**src/design/rcde_pkg.sv**
```systemverilog
package rcde_pkg;

   // ----------------------------------------------------------------
   // Register indexes; the byte address is four times the index.
   // ----------------------------------------------------------------
   localparam logic [5:0] IDX_CTL_A = 6'h1B;
   localparam logic [5:0] IDX_CTL_B = 6'h1C;
   localparam logic [5:0] IDX_CTL_C = 6'h1D;
   localparam logic [5:0] IDX_PATH = 6'h1E;
   localparam logic [5:0] IDX_DRV = 6'h1F;
   localparam logic [5:0] IDX_TAP_HI = 6'h20;
   localparam logic [5:0] IDX_TAP_LO = 6'h21;
   localparam logic [5:0] IDX_MON = 6'h22;
   localparam logic [5:0] IDX_MEAS = 6'h23;
   localparam logic [5:0] IDX_ADAPT = 6'h24;
   localparam logic [5:0] IDX_INT_STS = 6'h30;
   localparam logic [5:0] IDX_INT_MSK = 6'h31;

   // ----------------------------------------------------------------
   // Reset values.
   // ----------------------------------------------------------------
   localparam logic [7:0] RST_CTL_A = 8'h03;
   localparam logic [7:0] RST_CTL_B = 8'h24;
   localparam logic [7:0] RST_CTL_C = 8'h00;
   localparam logic [7:0] RST_PATH = 8'hE1;
   localparam logic [7:0] RST_DRV = 8'h55;
   localparam logic [7:0] RST_TAP = 8'h00;
   localparam logic [7:0] RST_MON = 8'h00;
   localparam logic [7:0] RST_MEAS = 8'h40;

   // ----------------------------------------------------------------
   // Field positions and codes.
   // ----------------------------------------------------------------
   localparam int B_SER_EN = 4;
   localparam int B_DFE_OFF = 3;
   localparam int B_TOP = 7;
   localparam int B_DFE_OVR = 6;
   localparam int B_ERR_LOCK = 6;
   localparam int B_ERR_HITS = 5;
   localparam int B_ERR_VERT = 4;
   localparam int B_RSV3 = 3;
   localparam int B_GO_ADAPT = 2;
   localparam int B_GO_EYE = 1;
   localparam int B_GO_EOM = 0;
   localparam logic [2:0] SEL_RAW = 3'h0;
   localparam logic [2:0] SEL_RETIMED = 3'h1;
   localparam logic [2:0] SEL_PRBS = 3'h4;
   localparam logic [2:0] SEL_MUTE = 3'h7;
   localparam int EV_ADAPT_DONE = 0;
   localparam int EV_EYE_DONE = 1;
   localparam int EV_ADAPT_ERR = 2;
   localparam int EV_EYE_ERR = 3;

   typedef enum logic {ENG_IDLE, ENG_BUSY} rcde_eng_e;

   typedef struct packed {
      logic adapt_done;
      logic adapt_locked;
      logic eye_done;
      logic eye_no_hits;
      logic eye_no_vert;
   } rcde_stat_s;

   typedef struct packed {
      logic [2:0] path_sel;
      logic prbs_ser_en;
      logic dfe_off;
      logic drv_invert;
      logic [15:0] tap_weights;
      logic mon_ovr;
      logic meas_ovr;
      logic dfe_ovr;
      logic [5:0] eye_threshold_level;
      logic fast_eom;
      logic adapt_go;
      logic eye_go;
      logic eom_go;
   } rcde_ctrl_s;

   typedef struct packed {
      logic [7:0] ctl_a;
      logic [7:0] ctl_b;
      logic [7:0] ctl_c;
      logic [7:0] path;
      logic [7:0] drv;
      logic [7:0] tap_hi;
      logic [7:0] tap_lo;
      logic [7:0] mon;
      logic [7:0] meas;
      logic fast_mode;
      logic rsv3;
      logic go_adapt;
      logic go_eye;
      logic go_eom;
      logic err_lock;
      logic err_hits;
      logic err_vert;
      rcde_eng_e a_st;
      rcde_eng_e e_st;
      logic adapt_go;
      logic eye_go;
      logic eom_go;
      logic [3:0] int_sts;
      logic [3:0] int_msk;
      logic [31:0] prdata;
      logic tx_data;
   } rcde_state_s;

endpackage

```
**src/design/rcde_bank.sv**
```systemverilog
`timescale 1ns/10ps
`default_nettype none
module rcde_bank (
   input wire logic pclk,
   input wire logic presetn,
   input wire logic psel,
   input wire logic penable,
   input wire logic pwrite,
   input wire logic [7:0] paddr,
   input wire logic [31:0] pwdata,
   output logic [31:0] prdata,
   output logic pready,
   output logic pslverr,
   input wire logic manual_tap_en,
   input wire logic raw_data,
   input wire logic retimed_data,
   input wire logic prbs_data,
   input wire rcde_pkg::rcde_stat_s stat,
   output rcde_pkg::rcde_ctrl_s ctrl,
   output logic tx_data,
   output logic irq
);
   import rcde_pkg::*;

   // ----------------------------------------------------------------
   // Decoding
   // ----------------------------------------------------------------
   function automatic logic rcde_mapped(input logic [7:0] a);
      logic [5:0] i;
      i = a[7:2];
      rcde_mapped = (a[1:0] == 2'h0) &&
         (((i >= IDX_CTL_A) && (i <= IDX_ADAPT)) ||
          (i == IDX_INT_STS) || (i == IDX_INT_MSK));
   endfunction

   function automatic logic [7:0] rcde_rd(input rcde_state_s s,
                                          input logic [7:0] a);
      logic [5:0] i;
      i = a[7:2];
      rcde_rd = 8'h00;
      if (i == IDX_CTL_A) begin
         rcde_rd = s.ctl_a;
      end else if (i == IDX_CTL_B) begin
         rcde_rd = s.ctl_b;
      end else if (i == IDX_CTL_C) begin
         rcde_rd = s.ctl_c;
      end else if (i == IDX_PATH) begin
         rcde_rd = s.path;
      end else if (i == IDX_DRV) begin
         rcde_rd = s.drv;
      end else if (i == IDX_TAP_HI) begin
         rcde_rd = s.tap_hi;
      end else if (i == IDX_TAP_LO) begin
         rcde_rd = s.tap_lo;
      end else if (i == IDX_MON) begin
         rcde_rd = s.mon;
      end else if (i == IDX_MEAS) begin
         rcde_rd = s.meas;
      end else if (i == IDX_ADAPT) begin
         rcde_rd = {s.fast_mode, s.err_lock, s.err_hits, s.err_vert,
                    s.rsv3, s.go_adapt, s.go_eye, s.go_eom};
      end else if (i == IDX_INT_STS) begin
         rcde_rd = {4'h0, s.int_sts};
      end else if (i == IDX_INT_MSK) begin
         rcde_rd = {4'h0, s.int_msk};
      end
   endfunction

   // ----------------------------------------------------------------
   // Next state
   // ----------------------------------------------------------------
   rcde_state_s r_r;
   rcde_state_s r_nxt;
   logic wr;
   logic [5:0] widx;
   logic [3:0] ev;
   logic [2:0] sel;

   assign wr = psel & penable & pwrite;
   assign widx = paddr[7:2];
   assign sel = r_r.path[7:5];

   always_comb begin
      r_nxt = r_r;
      r_nxt.adapt_go = 1'b0;
      r_nxt.eye_go = 1'b0;
      r_nxt.eom_go = 1'b0;
      ev = 4'h0;
      // A start waits in its bit while the engine is busy.
      if (r_r.go_adapt && (r_r.a_st == ENG_IDLE)) begin
         r_nxt.go_adapt = 1'b0;
         r_nxt.adapt_go = 1'b1;
         r_nxt.a_st = ENG_BUSY;
         r_nxt.err_lock = 1'b0;
      end
      if (r_r.go_eye && (r_r.e_st == ENG_IDLE)) begin
         r_nxt.go_eye = 1'b0;
         r_nxt.eye_go = 1'b1;
         r_nxt.e_st = ENG_BUSY;
         r_nxt.err_hits = 1'b0;
         r_nxt.err_vert = 1'b0;
      end
      if (r_r.go_eom) begin
         r_nxt.go_eom = 1'b0;
         r_nxt.eom_go = 1'b1;
      end
      if ((r_r.a_st == ENG_BUSY) && stat.adapt_done) begin
         r_nxt.a_st = ENG_IDLE;
         r_nxt.err_lock = ~stat.adapt_locked;
         ev[EV_ADAPT_DONE] = 1'b1;
         ev[EV_ADAPT_ERR] = ~stat.adapt_locked;
      end
      if ((r_r.e_st == ENG_BUSY) && stat.eye_done) begin
         r_nxt.e_st = ENG_IDLE;
         r_nxt.err_hits = stat.eye_no_hits;
         r_nxt.err_vert = stat.eye_no_vert;
         ev[EV_EYE_DONE] = 1'b1;
         ev[EV_EYE_ERR] = stat.eye_no_hits | stat.eye_no_vert;
      end
      if (wr && rcde_mapped(paddr)) begin
         if (widx == IDX_CTL_A) begin
            r_nxt.ctl_a = pwdata[7:0];
         end else if (widx == IDX_CTL_B) begin
            r_nxt.ctl_b = pwdata[7:0];
         end else if (widx == IDX_CTL_C) begin
            r_nxt.ctl_c = pwdata[7:0];
         end else if (widx == IDX_PATH) begin
            r_nxt.path = pwdata[7:0];
         end else if (widx == IDX_DRV) begin
            r_nxt.drv = pwdata[7:0];
         end else if (widx == IDX_TAP_HI) begin
            r_nxt.tap_hi = pwdata[7:0];
         end else if (widx == IDX_TAP_LO) begin
            r_nxt.tap_lo = pwdata[7:0];
         end else if (widx == IDX_MON) begin
            r_nxt.mon = pwdata[7:0];
         end else if (widx == IDX_MEAS) begin
            r_nxt.meas = pwdata[7:0];
         end else if (widx == IDX_ADAPT) begin
            r_nxt.fast_mode = pwdata[B_TOP];
            r_nxt.rsv3 = pwdata[B_RSV3];
            // Writing zero never cancels a start already pending.
            r_nxt.go_adapt = r_nxt.go_adapt | pwdata[B_GO_ADAPT];
            r_nxt.go_eye = r_nxt.go_eye | pwdata[B_GO_EYE];
            r_nxt.go_eom = r_nxt.go_eom | pwdata[B_GO_EOM];
         end else if (widx == IDX_INT_STS) begin
            r_nxt.int_sts = r_r.int_sts & ~pwdata[3:0];
         end else if (widx == IDX_INT_MSK) begin
            r_nxt.int_msk = pwdata[3:0];
         end
      end
      // New events are ORed in last so they win over a clear.
      r_nxt.int_sts = r_nxt.int_sts | ev;
      if (psel && !penable) begin
         r_nxt.prdata = {24'h0, rcde_rd(r_r, paddr)};
      end
      case (sel)
         SEL_RAW: r_nxt.tx_data = raw_data ^ r_r.drv[B_TOP];
         SEL_RETIMED: r_nxt.tx_data = retimed_data ^ r_r.drv[B_TOP];
         SEL_PRBS: r_nxt.tx_data = (prbs_data & r_r.path[B_SER_EN]) ^
                                   r_r.drv[B_TOP];
         default: r_nxt.tx_data = 1'b0;
      endcase
   end

   always_ff @(posedge pclk or negedge presetn) begin
      if (!presetn) begin
         r_r <= '{ctl_a: RST_CTL_A, ctl_b: RST_CTL_B, ctl_c: RST_CTL_C,
                  path: RST_PATH, drv: RST_DRV, tap_hi: RST_TAP,
                  tap_lo: RST_TAP, mon: RST_MON, meas: RST_MEAS,
                  a_st: ENG_IDLE, e_st: ENG_IDLE, default: '0};
      end else begin
         r_r <= r_nxt;
      end
   end

   // ----------------------------------------------------------------
   // Outputs
   // ----------------------------------------------------------------
   assign prdata = r_r.prdata;
   assign pready = 1'b1;
   assign pslverr = psel & penable & ~rcde_mapped(paddr);
   assign tx_data = r_r.tx_data;
   assign irq = |(r_r.int_sts & r_r.int_msk);

   always_comb begin
      ctrl.path_sel = sel;
      ctrl.prbs_ser_en = r_r.path[B_SER_EN];
      ctrl.dfe_off = r_r.path[B_DFE_OFF];
      ctrl.drv_invert = r_r.drv[B_TOP];
      // Weights are forced to zero while manual_tap_en is low so a stale table cannot leak out.
      ctrl.tap_weights = manual_tap_en ?
                         {r_r.tap_hi, r_r.tap_lo} : 16'h0000;
      ctrl.mon_ovr = r_r.mon[B_TOP];
      ctrl.meas_ovr = r_r.meas[B_TOP];
      ctrl.dfe_ovr = r_r.meas[B_DFE_OVR];
      ctrl.eye_threshold_level = r_r.meas[5:0];
      ctrl.fast_eom = r_r.fast_mode;
      ctrl.adapt_go = r_r.adapt_go;
      ctrl.eye_go = r_r.eye_go;
      ctrl.eom_go = r_r.eom_go;
   end
endmodule
`default_nettype wire

```
**config.mk**
```make
export PLATFORM = sky130hd
export DESIGN_NAME = rcde_bank
export DESIGN_NICKNAME = d
export VERILOG_FILES = /design/src/design/rcde_pkg.sv /design/src/design/rcde_bank.sv
export SDC_FILE = /design/constraint.sdc
export NUM_CORES = 1
export LEC_CHECK = 0
export BUFFER_PORTS_ARGS = -buffer_cell sky130_fd_sc_hd__buf_2
export CORE_MARGIN = 3
export CORE_UTILIZATION = 58
export DETAILED_ROUTE_END_ITERATION = 12
export GPL_TIMING_DRIVEN = 0
export PLACE_DENSITY = 0.85
export SLEW_MARGIN = 20
export SYNTH_ARGS = -nofsm -noshare
export SYNTH_HDL_FRONTEND = slang
export SYNTH_SLANG_ARGS = --single-unit
```
**constraint.sdc**
```tcl
create_clock -name pclk -period 3 [get_ports pclk]
set_input_delay 0.45 -clock pclk [delete_from_list [all_inputs] [get_ports pclk]]
set_output_delay 0.45 -clock pclk [all_outputs]
set_load 0.01 [all_outputs]
```
==> impl_metrics.toml <==
[status]
run_status = "finished, final reports clean"

[global_route]
initial_antenna_violation_count = 0
overflow = 0
maximum_number_of_pins_on_one_net_before_global_route_repair = 73
grt_pass1_wl_mm = 20.1
first_global_vias = 3830
globalRouteTotalUtil_pct = 25.6

[layout]
finish.instance_area_sq_um = 6210
mostFrequentLayoutCell = "dfrtp_1"
nets = 600
antennaDiodeCount = 0
final_core_utilization_pct = 69.8
layout.cells.most_common_list = "dfrtp_1, mux2_2, buf_2, buf_4, conb_1"
drive_above_1_share_pct = 49.2
seq_area_sq_um = 2570
multi_input_comb_area_sq_um = 2380
final-instance-count-excl-fill = 659
fillers = 661
areaGrowthSynthToFinish_pct = 15.3

[synth]
synth.lib_cells_used.distinct = 54
synth_compound_gate_area_share_pct = 8.13
yosys.area_share.simple_pct = 10.5
synthFlopType = "dfrtp_1"
synth_enable_flop_cells = 0
syn_area_per_cell_sq_um = 12.2
muxShareOfSynthArea_pct = 23.9
synth_seq_area_share_pct = 47.7
ys_ff_latch = 102
syn-cell-area_sq_um = 5390
synthAdderAreaFrac_pct = 0
ys.warnings.count = 0
synthArstFlopShare_pct = 100
synthXorXnorAreaFrac_pct = 0
synth_top_family_by_area = "multiplexers"
synthCells = 440

[floorplanning]
die_area_sq_um = 10500
die_height_um = 102
io_pins = 125
initial_utilization_pct = 60.6
die_x_um = 102
fp-row-count = 34
floorplan.core_area_sq_um = 8890

[detailed_routing]
wl_per_cell_um = 19.4
detail_route.first_pass.iterations = 4
drt_first_iter_violations = 290
vias = 3813
totalWireLength_mm = 12.8
drc = 0
antenna_left = 0
drt-vias-per-instance = 5.79

[worst_setup_path]
critPathMaxFanout = 10
critical_path_class = "input pin to primary output"
endpoint_kind = "primary output"
startpoint_type = "input pin"
worstPathArrival_ns = 1.94
worst-endpoint-required_ns = 2.55

[cts]
clockRootBuffer = "clkbuf_8"
cts-root-to-sink-buffers = 2
insertion_delay_ns = 0.38
tritoncts = "yes"
clock_pin_slew_reported_for_the_worst_setup_and_hold_paths_after_clock_tree_synthesis_ns = 0.10
cts_resized = 0
htreeDepth = 3
cts_made_buffers = 9
clock-sinks = 102

[place]
numPlacedInstances = 642
dp_hpwl_mm = 9.19
port-buffer-count = 70
placement.setup.worst_slack_ns = 0.588
placed_area_sq_um = 5990
place_congestion = 0.938

[timing]
timing.slew.headroom_pct = 48.7
post-route-period-util_pct = 79.7
setup_repair_after_global_routing_missed_its_margin = "no"
final_critical_path_setup_slack_ns = 0.609
final-hold-violation-count = 0
holdWs_ns = 0.291
timing.final.setup_violations = 0
skew_ns = 0.00880
clock.fmax_mhz = 418
period_needed_ns = 2.39
timing_max_transition_violations_final = 0
tightestPinTransition_ns = 0.766
totalNegativeSetupSlack_ns = 0

[flow_run]
timing.max_cap.violations = 0

[power]
powerDensity_nw_per_um2 = 435
fin_total_pwr_mw = 2.70
worst_case_vdd_ir_drop_mv = 0.313
power.leakage_nw = 3.15

[hold_path]
hp-class = "input pin to flip-flop"
-- cells by family (layout without fill, tap and decap cells) --
logic type	Yosys count	after routing
muxes	104	104
AOI/OAI and AO/OA	61	61
DFF	102	102
buffers and inverters	80	168
and+or+nand+nor	91	91
other	2	25
-- path summary, 6_finish.rpt --
| path | slack [ns] | end | startpoint | cells past startpoint |
|---|---|---|---|---|
| setup reg to reg | 0.98 | prdata[2]$_DFFE_PN0P_ | ctrl[6]$_DFFE_PN0P_ | 4 |
| setup / recovery | 0.61 | pslverr | paddr[3] | 8 |
| min in group asynchronous | 0.53 | ctrl[7]$_DFFE_PN0P_ | presetn | 2 |
| hold / removal | 0.29 | r_r[45]$_DFFE_PN0P_ | stat[4] | 2 |
| max in group asynchronous | 1.79 | r_r[86]$_DFFE_PN1P_ | presetn | 3 |
| hold reg to reg | 0.45 | ctrl[0]$_DFF_PN0_ | r_r[49]$_DFF_PN0_ | 0 |
-- state kept, by name, summed over array words and instances (netlist names) --
register,cells
ctrl,19
tx_data,1
r_r,74
prdata,8
-- power breakdown --
part,total (mW),switching [mW],internal [mW]
combinational,0.319,0.172,0.147
sequential,1.47,0.0432,1.42
clock,0.914,0.499,0.415
-- per-layer routing --
metal / routed length, um / global-route usage (%) / part of all wire (%) / vias to the layer above
met5: 0 / 0 / 0 / -
met4: 399 / 9.59 / 3.1 / 0
met3: 965 / 5.94 / 7.5 / 33
met2: 6220 / 41.5 / 49 / 188
met1: 5220 / 33.7 / 41 / 1859
li1: - / - / - / 1733
-- what timing repair did --
| item | CTS | global route |
|---|---|---|
| endpoints found under the hold margin | 29 | 0 |
| hold buffers | 1 | 0 |
| setup buffers | 0 | 0 |
-- Yosys cell counts, types with 3 or more instances --
| cell | number | share of area [%] |
|---|---|---|
| dfrtp_1 | 89 | 41 |
| mux2_2 | 86 | 18 |
| buf_4 | 53 | 7.4 |
| and2_1 | 19 | 2.2 |
| dfstp_2 | 13 | 6.3 |
| nor2_1 | 13 | 0.91 |
| o21ai_0 | 13 | 1.2 |
| nand2_1 | 12 | 0.84 |
| mux4_2 | 11 | 4.6 |
| clkbuf_1 | 9 | 0.63 |
| nand3_1 | 9 | 0.84 |
| buf_2 | 8 | 0.74 |
| a21oi_1 | 7 | 0.65 |
| mux2i_1 | 7 | 1.3 |
| a221oi_1 | 6 | 0.98 |
| nor2b_1 | 6 | 0.70 |
| o22ai_1 | 6 | 0.70 |
| a211oi_1 | 5 | 0.70 |
| a32o_1 | 5 | 0.93 |
| inv_1 | 5 | 0.35 |
| nor3_1 | 5 | 0.46 |
| a22o_1 | 4 | 0.65 |
| nand3b_1 | 3 | 0.42 |
-- final cells by class --
type / count / area share [%]
buffer: 75 / 8.06
clock buffer: 10 / 2.22
clock inverter: 6 / 1.11
inverter: 5 / 0.302
multi-input combinational: 281 / 38.4
sequential: 102 / 41.4
tap: 108 / 2.18
timing repair buffer: 72 / 6.35
-- critical path, stage by stage --
cell and delay [ns]:
clkbuf_2 0.17, buf_2 0.31, buf_2 0.32, o21ai_0 0.12
a21oi_1 0.15, o22ai_1 0.11, a21oi_1 0.16, buf_2 0.15
Power figures use the tool's default switching activity.
